File: config.mk
export PLATFORM = sky130hd
export DESIGN_NAME = hsdp_top
export DESIGN_NICKNAME = d
export VERILOG_FILES = /design/src/hsdp_pkg.sv /design/src/hsdp_dsp.sv /design/src/hsdp_top.sv
export SDC_FILE = /design/constraint.sdc
export NUM_CORES = 1
export LEC_CHECK = 0
export ABC_AREA = 1
export BUFFER_PORTS_ARGS = -buffer_cell sky130_fd_sc_hd__buf_2
export CAP_MARGIN = 25
export CORE_MARGIN = 2
export CORE_UTILIZATION = 45
export CTS_CLUSTER_DIAMETER = 150
export CTS_CLUSTER_SIZE = 40
export DETAILED_ROUTE_END_ITERATION = 8
export PLACE_DENSITY_LB_ADDON = 0.12
export SYNTH_ARGS = -nofsm -noshare
export SYNTH_HDL_FRONTEND = slang
export SYNTH_SLANG_ARGS = --single-unit
File: constraint.sdc
create_clock -name clk -period 11.5 [get_ports clk]
set_clock_uncertainty 0.1 [all_clocks]
set_input_delay 2.3 -clock clk [delete_from_list [all_inputs] [get_ports clk]]
set_output_delay 2.3 -clock clk [all_outputs]
set_load 0.02 [all_outputs]
File: src/hsdp_pkg.sv
// Shared constants and types for the hall switch parameter and lock block
package hsdp_pkg;
   // -------------------------------------------------------------
   // Widths
   // -------------------------------------------------------------
   localparam int SAMPLE_W = 14;
   localparam int GAIN_W = 14;
   localparam int GAIN_FRAC = 11;
   localparam int PROD_W = 28;
   localparam int OFFSET_W = 11;
   localparam int LOW_W = 11;
   localparam int HIGH_W = 12;
   localparam int MODE_W = 8;
   localparam int COEF_LIN_W = 8;
   localparam int COEF_SQ_W = 8;
   localparam int DATA_W = 16;
   localparam int ADDR_W = 4;
   localparam int SIG_W = 18;
   localparam int CNT_W = 5;
   // -------------------------------------------------------------
   // Command indices of the parameter registers
   // -------------------------------------------------------------
   localparam logic [ADDR_W-1:0] ADDR_MODE = 4'h0;
   localparam logic [ADDR_W-1:0] ADDR_COEF_LIN = 4'h1;
   localparam logic [ADDR_W-1:0] ADDR_COEF_SQ = 4'h2;
   localparam logic [ADDR_W-1:0] ADDR_GAIN = 4'h3;
   localparam logic [ADDR_W-1:0] ADDR_OFFSET = 4'h4;
   localparam logic [ADDR_W-1:0] ADDR_LOW = 4'h5;
   localparam logic [ADDR_W-1:0] ADDR_HIGH = 4'h6;
   localparam logic [ADDR_W-1:0] ADDR_LOCK = 4'h7;
   localparam logic [ADDR_W-1:0] ADDR_READOUT = 4'h8;
   // -------------------------------------------------------------
   // Scaling and values after reset
   // -------------------------------------------------------------
   localparam logic [SIG_W-1:0] SIG_FULL_SCALE = 18'h00800; // Supply value
   localparam logic [GAIN_W-1:0] RST_GAIN = 14'h0800; // Gain of one
   localparam logic [OFFSET_W-1:0] RST_OFFSET = 11'h000;
   localparam logic [LOW_W-1:0] RST_LOW = 11'h200;
   localparam logic [HIGH_W-1:0] RST_HIGH = 12'h400;
   localparam logic [MODE_W-1:0] RST_MODE = 8'h00;
   localparam logic [COEF_LIN_W-1:0] RST_COEF_LIN = 8'h00;
   localparam logic [COEF_SQ_W-1:0] RST_COEF_SQ = 8'h00;
   localparam logic [CNT_W-1:0] ANS_READ_BITS = 5'h10;
   localparam logic [CNT_W-1:0] ANS_ACK_BITS = 5'h01;
   // -------------------------------------------------------------
   // Types
   // -------------------------------------------------------------
   typedef enum logic [0:0] {ST_IDLE = 1'b0, ST_ANSWER = 1'b1} hsdp_state_type;
   typedef struct packed {
      logic write;
      logic [ADDR_W-1:0] addr;
      logic [DATA_W-1:0] wdata;
   } hsdp_cmd_type;
   typedef struct packed {
      logic [GAIN_W-1:0] gain;
      logic [OFFSET_W-1:0] offset;
      logic [LOW_W-1:0] low;
      logic [HIGH_W-1:0] high;
   } hsdp_params_type;
endpackage

File: src/hsdp_dsp.sv
// Gain, offset, upper limit and hysteresis comparator
`timescale 1ns/1ps
module hsdp_dsp (
   input wire logic clk, // 40 MHz clock
   input wire logic rst, // Synchronous reset
   input wire logic ce, // Clock enable
   input wire logic [hsdp_pkg::SAMPLE_W-1:0] sample, // Signed field sample
   input wire logic sample_valid, // New sample strobe
   input wire hsdp_pkg::hsdp_params_type params, // Processing parameters
   output logic [hsdp_pkg::SIG_W-1:0] proc_sig_ff, // Processed signal
   output logic switch_ff // Comparator output, low = on
);
   // -------------------------------------------------------------
   // Arithmetic
   // -------------------------------------------------------------
   logic signed [hsdp_pkg::PROD_W-1:0] prod;
   logic signed [hsdp_pkg::SIG_W-1:0] scaled;
   logic signed [hsdp_pkg::SIG_W-1:0] off2;
   logic signed [hsdp_pkg::SIG_W-1:0] sum;
   logic signed [hsdp_pkg::SIG_W-1:0] limit;
   logic signed [hsdp_pkg::SIG_W-1:0] nxt_proc;
   logic signed [hsdp_pkg::SIG_W-1:0] low_s;
   logic signed [hsdp_pkg::SIG_W-1:0] high_s;

   // Scale sample by gain, gain of one maps 2048 counts to full scale
   assign prod = $signed(sample) * $signed(params.gain);
   assign scaled = {prod[hsdp_pkg::PROD_W-1], prod[hsdp_pkg::PROD_W-1:hsdp_pkg::GAIN_FRAC]};
   // Offset counts are twice the signal step
   assign off2 = {{6{params.offset[hsdp_pkg::OFFSET_W-1]}}, params.offset, 1'b0};
   assign sum = scaled + off2;
   // Negative offset lowers the ceiling by the same amount
   assign limit = params.offset[hsdp_pkg::OFFSET_W-1] ?
                  $signed(hsdp_pkg::SIG_FULL_SCALE) + off2 :
                  $signed(hsdp_pkg::SIG_FULL_SCALE);
   assign nxt_proc = (sum > limit) ? limit : sum;
   assign low_s = $signed({7'h00, params.low});
   assign high_s = $signed({6'h00, params.high});

   // Processed signal register
   always_ff @(posedge clk) begin
      if (rst) begin
         proc_sig_ff <= '0;
      end else if (ce && sample_valid) begin
         proc_sig_ff <= nxt_proc;
      end
   end

   // Hysteresis comparator
   always_ff @(posedge clk) begin
      if (rst) begin
         switch_ff <= 1'b1;
      end else if (ce) begin
         if ($signed(proc_sig_ff) > high_s) begin
            switch_ff <= 1'b0;
         end else if ($signed(proc_sig_ff) < low_s) begin
            switch_ff <= 1'b1;
         end
      end
   end
endmodule // hsdp_dsp

File: src/hsdp_top.sv
// Parameter registers, permanent lock and command answer of the hall switch
// -------------------------------------------------------------
// Overview of operation
// - Add programmed offset to scaled sample
// - Zero sample gives exactly the offset
// - Negative offset lowers the signal ceiling
// - Switch-off threshold zero to full supply
// - Switch-on threshold zero to twice supply
// - Lock freezes registers and ignores communication
// - Lock effective only after next power cycle
// - Nothing ever clears the lock bit
// - Filtered 14-bit sample is readable
// - Locked device answers no command
// - Sample signed, positive means north
// - Output low above on, high below off
// - Gain spans four, unity maps 2048 counts
// - Output pin answers during communication on an unlocked device
// -------------------------------------------------------------
`timescale 1ns/1ps
module hsdp_top (
   input wire logic clk, // 40 MHz clock
   input wire logic rst, // Synchronous power-on reset
   input wire logic ce, // Clock enable
   input wire logic [hsdp_pkg::SAMPLE_W-1:0] sample_in, // Filtered signed sample
   input wire logic sample_valid, // Sample strobe
   input wire logic comm_active, // Supply-modulation exchange in progress
   input wire logic cmd_valid, // Decoded command strobe
   input wire hsdp_pkg::hsdp_cmd_type cmd, // Decoded command
   input wire logic nv_lock_in, // Stored lock bit from nonvolatile cell
   output logic nv_lock_prog, // Pulse programming the lock cell
   output logic device_locked, // Lock in effect this session
   output logic out_pin // Switch output or answer bit
);
   // -------------------------------------------------------------
   // Declarations
   // -------------------------------------------------------------
   hsdp_pkg::hsdp_state_type state_ff;
   hsdp_pkg::hsdp_params_type params_ff;
   logic [hsdp_pkg::MODE_W-1:0] mode_ff;
   logic [hsdp_pkg::COEF_LIN_W-1:0] temp_coeff_linear_ff;
   logic [hsdp_pkg::COEF_SQ_W-1:0] temp_coeff_quadratic_ff;
   logic [hsdp_pkg::SAMPLE_W-1:0] readout_ff;
   logic permanent_lock_ff;
   logic locked_ff;
   logic nv_lock_prog_ff;
   logic [hsdp_pkg::DATA_W-1:0] ans_shift_ff;
   logic [hsdp_pkg::CNT_W-1:0] ans_cnt_ff;
   logic [hsdp_pkg::SIG_W-1:0] proc_sig;
   logic switch_lvl;
   logic accept;
   logic do_write;
   logic [hsdp_pkg::DATA_W-1:0] wd;

   // -------------------------------------------------------------
   // Decode helpers
   // -------------------------------------------------------------
   // Register that the programmer may write
   function automatic logic reg_writable(input logic [hsdp_pkg::ADDR_W-1:0] a);
      reg_writable = (a <= hsdp_pkg::ADDR_LOCK);
   endfunction

   // Read data of one register
   function automatic logic [hsdp_pkg::DATA_W-1:0] reg_read(
      input logic [hsdp_pkg::ADDR_W-1:0] a
   );
      logic [hsdp_pkg::DATA_W-1:0] r;
      r = '0;
      if (a == hsdp_pkg::ADDR_MODE) begin
         r = {8'h00, mode_ff};
      end else if (a == hsdp_pkg::ADDR_COEF_LIN) begin
         r = {8'h00, temp_coeff_linear_ff};
      end else if (a == hsdp_pkg::ADDR_COEF_SQ) begin
         r = {8'h00, temp_coeff_quadratic_ff};
      end else if (a == hsdp_pkg::ADDR_GAIN) begin
         r = {{2{params_ff.gain[hsdp_pkg::GAIN_W-1]}}, params_ff.gain};
      end else if (a == hsdp_pkg::ADDR_OFFSET) begin
         r = {{5{params_ff.offset[hsdp_pkg::OFFSET_W-1]}}, params_ff.offset};
      end else if (a == hsdp_pkg::ADDR_LOW) begin
         r = {5'h00, params_ff.low};
      end else if (a == hsdp_pkg::ADDR_HIGH) begin
         r = {4'h0, params_ff.high};
      end else if (a == hsdp_pkg::ADDR_LOCK) begin
         r = {15'h0000, permanent_lock_ff};
      end else if (a == hsdp_pkg::ADDR_READOUT) begin
         r = {{2{readout_ff[hsdp_pkg::SAMPLE_W-1]}}, readout_ff};
      end
      reg_read = r;
   endfunction

   // Commands are taken only when idle and not locked
   assign accept = ce && cmd_valid && !locked_ff && (state_ff == hsdp_pkg::ST_IDLE);
   assign do_write = accept && cmd.write && reg_writable(cmd.addr);
   assign wd = cmd.wdata;

   // -------------------------------------------------------------
   // Lock handling
   // -------------------------------------------------------------
   // Session lock taken from the stored bit at reset only
   always_ff @(posedge clk) begin
      if (rst) begin
         locked_ff <= nv_lock_in;
      end
   end

   // Lock bit, write one to set, survives reset
   always_ff @(posedge clk) begin
      if (rst) begin
         // Cell value, or a programming pulse still under way, keeps it set
         permanent_lock_ff <= nv_lock_in | nv_lock_prog_ff;
      end else if (ce && do_write && cmd.addr == hsdp_pkg::ADDR_LOCK && wd[0]) begin
         permanent_lock_ff <= 1'b1;
      end
   end

   // Programming pulse for the nonvolatile lock cell
   always_ff @(posedge clk) begin
      if (rst) begin
         nv_lock_prog_ff <= 1'b0;
      end else if (ce) begin
         nv_lock_prog_ff <= do_write && cmd.addr == hsdp_pkg::ADDR_LOCK && wd[0];
      end
   end

   // -------------------------------------------------------------
   // Parameter registers
   // -------------------------------------------------------------
   // Mode and temperature coefficients
   always_ff @(posedge clk) begin
      if (rst) begin
         mode_ff <= hsdp_pkg::RST_MODE;
         temp_coeff_linear_ff <= hsdp_pkg::RST_COEF_LIN;
         temp_coeff_quadratic_ff <= hsdp_pkg::RST_COEF_SQ;
      end else if (do_write) begin
         if (cmd.addr == hsdp_pkg::ADDR_MODE) begin
            mode_ff <= wd[hsdp_pkg::MODE_W-1:0];
         end else if (cmd.addr == hsdp_pkg::ADDR_COEF_LIN) begin
            temp_coeff_linear_ff <= wd[hsdp_pkg::COEF_LIN_W-1:0];
         end else if (cmd.addr == hsdp_pkg::ADDR_COEF_SQ) begin
            temp_coeff_quadratic_ff <= wd[hsdp_pkg::COEF_SQ_W-1:0];
         end
      end
   end

   // Gain, offset and comparator thresholds
   always_ff @(posedge clk) begin
      if (rst) begin
         params_ff.gain <= hsdp_pkg::RST_GAIN;
         params_ff.offset <= hsdp_pkg::RST_OFFSET;
         params_ff.low <= hsdp_pkg::RST_LOW;
         params_ff.high <= hsdp_pkg::RST_HIGH;
      end else if (do_write) begin
         if (cmd.addr == hsdp_pkg::ADDR_GAIN) begin
            params_ff.gain <= wd[hsdp_pkg::GAIN_W-1:0];
         end else if (cmd.addr == hsdp_pkg::ADDR_OFFSET) begin
            params_ff.offset <= wd[hsdp_pkg::OFFSET_W-1:0];
         end else if (cmd.addr == hsdp_pkg::ADDR_LOW) begin
            params_ff.low <= wd[hsdp_pkg::LOW_W-1:0];
         end else if (cmd.addr == hsdp_pkg::ADDR_HIGH) begin
            params_ff.high <= wd[hsdp_pkg::HIGH_W-1:0];
         end
      end
   end

   // Sample readout for calibration
   always_ff @(posedge clk) begin
      if (rst) begin
         readout_ff <= '0;
      end else if (ce && sample_valid) begin
         readout_ff <= sample_in;
      end
   end

   // -------------------------------------------------------------
   // Answer on the output pin
   // -------------------------------------------------------------
   // Serial answer, MSB first, one bit per enabled cycle
   always_ff @(posedge clk) begin
      if (rst) begin
         state_ff <= hsdp_pkg::ST_IDLE;
         ans_shift_ff <= '0;
         ans_cnt_ff <= '0;
      end else if (ce) begin
         case (state_ff)
            hsdp_pkg::ST_IDLE: begin
               if (accept) begin
                  state_ff <= hsdp_pkg::ST_ANSWER;
                  if (cmd.write) begin
                     ans_shift_ff <= {reg_writable(cmd.addr), 15'h0000};
                     ans_cnt_ff <= hsdp_pkg::ANS_ACK_BITS;
                  end else begin
                     ans_shift_ff <= reg_read(cmd.addr);
                     ans_cnt_ff <= hsdp_pkg::ANS_READ_BITS;
                  end
               end
            end
            hsdp_pkg::ST_ANSWER: begin
               ans_shift_ff <= {ans_shift_ff[hsdp_pkg::DATA_W-2:0], 1'b0};
               ans_cnt_ff <= ans_cnt_ff - 5'h01;
               if (ans_cnt_ff == 5'h01) begin
                  state_ff <= hsdp_pkg::ST_IDLE;
               end
            end
            default: begin
               state_ff <= hsdp_pkg::ST_IDLE;
            end
         endcase
      end
   end

   // -------------------------------------------------------------
   // Signal processing
   // -------------------------------------------------------------
   hsdp_dsp u_dsp (
      .clk(clk),
      .rst(rst),
      .ce(ce),
      .sample(sample_in),
      .sample_valid(sample_valid),
      .params(params_ff),
      .proc_sig_ff(proc_sig),
      .switch_ff(switch_lvl)
   );

   // Output pin carries the answer while an exchange runs on an unlocked device
   always_comb begin
      if (comm_active && !locked_ff) begin
         out_pin = (state_ff == hsdp_pkg::ST_ANSWER) ? ans_shift_ff[15] : 1'b1;
      end else begin
         out_pin = switch_lvl;
      end
   end

   assign nv_lock_prog = nv_lock_prog_ff;
   assign device_locked = locked_ff;
endmodule // hsdp_top

==> results_dict.tcl <==
set metrics [dict create \
    startpoint_type "input pin" \
    yosys-top-cells-area "fa_1, dfxtp_1, inv_1" \
    syn_area_um2 14930 \
    antenna_cells_inserted 0 \
    cts-buffers-inserted 17 \
    synth-simple-area-share_pct 18.78 \
    synthAdderAreaFrac_pct 36.04 \
    rr_worst_depth 34 \
    r2r-start "params_ff[42]" \
    hold_class "flop to flop" \
    routedWlPerCell_um 16.65 \
    layout_common_cells "inv_1, nand2_1, fa_1, nor2_1, a21oi_1" \
    clk_path_buf_depth 2 \
    syn2layout_area_growth_pct 7.234 \
    grt_pass1_wl_mm 67.57 \
    worst_pin_slew_ns 0.9850 \
    synth_edf_count 2 \
    final_common_cell "inv_1" \
    cp_slowest_stage_delay_ns 0.65 \
    root_buffer "clkbuf_16" \
    peakVddDrop_mv 0.07507 \
    hold_depth 2 \
    muxShareOfSynthArea_pct 0 \
    grt_setup_unrepaired "no" \
    antenna_found_initial 1 \
    drc 0 \
    wirelength_mm 41.12 \
    fin_util_pct 49.07 \
    synth_area_leader_cell "fa_1" \
    syn_nets 2373 \
    clk_latency_ns 0.43 \
    timing.slew.headroom_pct 34.24 \
    worstPathArrival_ns 10.38 \
    ctsHoldBuffers 0 \
    finalSetupTns_ns 0 \
    cpMaxStageDelayCell "o21ai_0" \
    ys_warn_count 0 \
    cts_tree "yes" \
    yosysUniqueCellTypes 45 \
    pre_cts_slack_ns 0.9200 \
    initial_core_util_pct 45.76 \
    cts-resized-gates 0 \
    wl_met3_mm 1.897 \
    slew_violations 0 \
    overflow 0 \
    status "finished, final reports clean" \
    met2_length_mm 20.28 \
    worst_slack_ns 1.292 \
    clk_pin_slew_ns 0.06 \
    postCtsSetupBuffers 0 \
    finalHoldViolCount 0 \
    critPathCaptureType "flop" \
    final_area_um2 16010 \
    leakagePower_nw 8.483 \
    nets 2370 \
    crit_type "input pin to flop" \
    top_layer "met4" \
    core_area_um2 32620 \
    synth-seq-cells 130 \
    avgSynthCellArea_um2 7.397 \
    path_max_fanout 17 \
    num_io_pins 45 \
    critPathLaunch "sample_in[10]" \
    min_from "readout_ff[12]" \
    antenna_left 0 \
    powerDensity_nw_per_um2 75.42 \
    min_period_ns 10.21 \
    synth_xor_area_share_pct 2.112 \
    fmax_ghz 0.09796 \
    power_mw 1.207 \
    dp_hpwl_mm 31.88 \
    die-area_um2 34640 \
    synth_ff_type "dfxtp_1" \
    vias 12830 \
    synth-compound-area-share_pct 12.36 \
    fin_crit_sh_pct 88.76 \
    wl_met1_mm 18.24 \
    synth_top_family_by_area "adder cells" \
    synth_cells 2018 \
    yosys.area.top_type_share_pct 26.15 \
    placement_rows 66 \
    drive_gt1_share_pct 5.079 \
    synth_seq_area_share_pct 17.57 \
    first_pass_iters 5 \
    setup_violations 0 \
    post_dp_cell_area_um2 15440 \
    grt_use_total_pct 25.38 \
    grt_max_degree 98 \
    die_w_um 186.1 \
    required_ns 11.67 \
    via_per_inst 5.194 \
    drv_cap 0 \
    grt_pass1_vias 12969 \
    async_flop_share_pct 0 \
    die_h_um 186.1 \
    port_buffers 42 \
    clock_sink_count 130 \
    drtIter0Drc 732 \
    routabilityCongestion 0.8756 \
    htreeDepth 4 \
]
==> worst max-delay path: cells and delay by family <==
family          cells  cell delay (ns)
compound gates      5             1.27
simple gates       14             1.71
fa+ha+maj           9             3.98
buf+inv             5             0.58
xor+xnor            2             0.51
==> layer usage <==
layer	GRT usage [%]	vias up
met5	0	-
met4	5.512	0
met3	2.921	39
met2	44.97	312
met1	33.38	6251
li1	-	6228
==> report_power, final <==
group	leakage [nW]	total (mW)	internal [mW]	switching, mW
combinational	7.15	0.208	0.0685	0.140
sequential	1.06	0.476	0.465	0.0110
clock	0.274	0.523	0.286	0.237
total	8.48	1.21	0.819	0.388
==> cells in the mapped netlist (6+ instances only) <==
master,instances
o2111ai_1,11
a21oi_1,150
ha_1,118
nand4_1,15
o211ai_1,20
nor3_1,13
or2_2,6
dfxtp_1,128
xnor2_1,16
xor2_1,20
o21ai_0,122
nor2_1,157
o22ai_1,6
fa_1,195
nand3_1,57
clkbuf_1,63
inv_1,443
nand2_1,417
==> worst paths after layout <==
kind / to / slack [ns]
hold / removal: readout_ff[12] / 0.37
setup reg to reg: u_dsp.proc_sig_ff[6] / 2.67
hold reg to reg: readout_ff[12] / 0.37
setup / recovery: u_dsp.proc_sig_ff[6] / 1.29
==> area by class of cell <==
type / instances / area (um2)
fillers: 3342 / 16610
flip-flops and latches: 130 / 2623
well taps: 442 / 553.0
inverters: 449 / 1685
repair buffers: 46 / 240.2
clock buffers: 17 / 425.4
clock inverters: 15 / 135.1
multi-input cells: 1371 / 10340
==> per-stage QoR <==
step	cells	hold WS (ns)
6_report	2470	0.3664
2_1_floorplan	2018	0.3245
4_1_cts	2469	0.3620
5_1_grt	2470	0.3810
3_5_place_dp	2437	0.3530
3_3_place_gp	2437	0.3499
==> sequential cells by signal, indices dropped and copies added (netlist names) <==
| name | cells |
|---|---|
| params_ff | 48 |
| u_dsp.proc_sig_ff | 18 |
| ans_shift_ff | 16 |
| readout_ff | 14 |
| mode_ff | 8 |
| temp_coeff_linear_ff | 8 |
| temp_coeff_quadratic_ff | 8 |
| ans_cnt_ff | 5 |
| device_locked | 1 |
| nv_lock_prog | 1 |
| permanent_lock_ff | 1 |
| state_ff | 1 |
| u_dsp.switch_ff | 1 |
==> kinds of logic after synthesis <==
| group | Yosys count |
|---|---|
| AO/OA/AOI/OAI | 335 |
| XOR/XNOR | 36 |
| adder cells (fa/ha/maj) | 313 |
| buffers and inverters | 517 |
| flip-flops | 130 |
| AND/OR/NAND/NOR | 687 |
No activity file was read; power rests on OpenSTA's default activity.
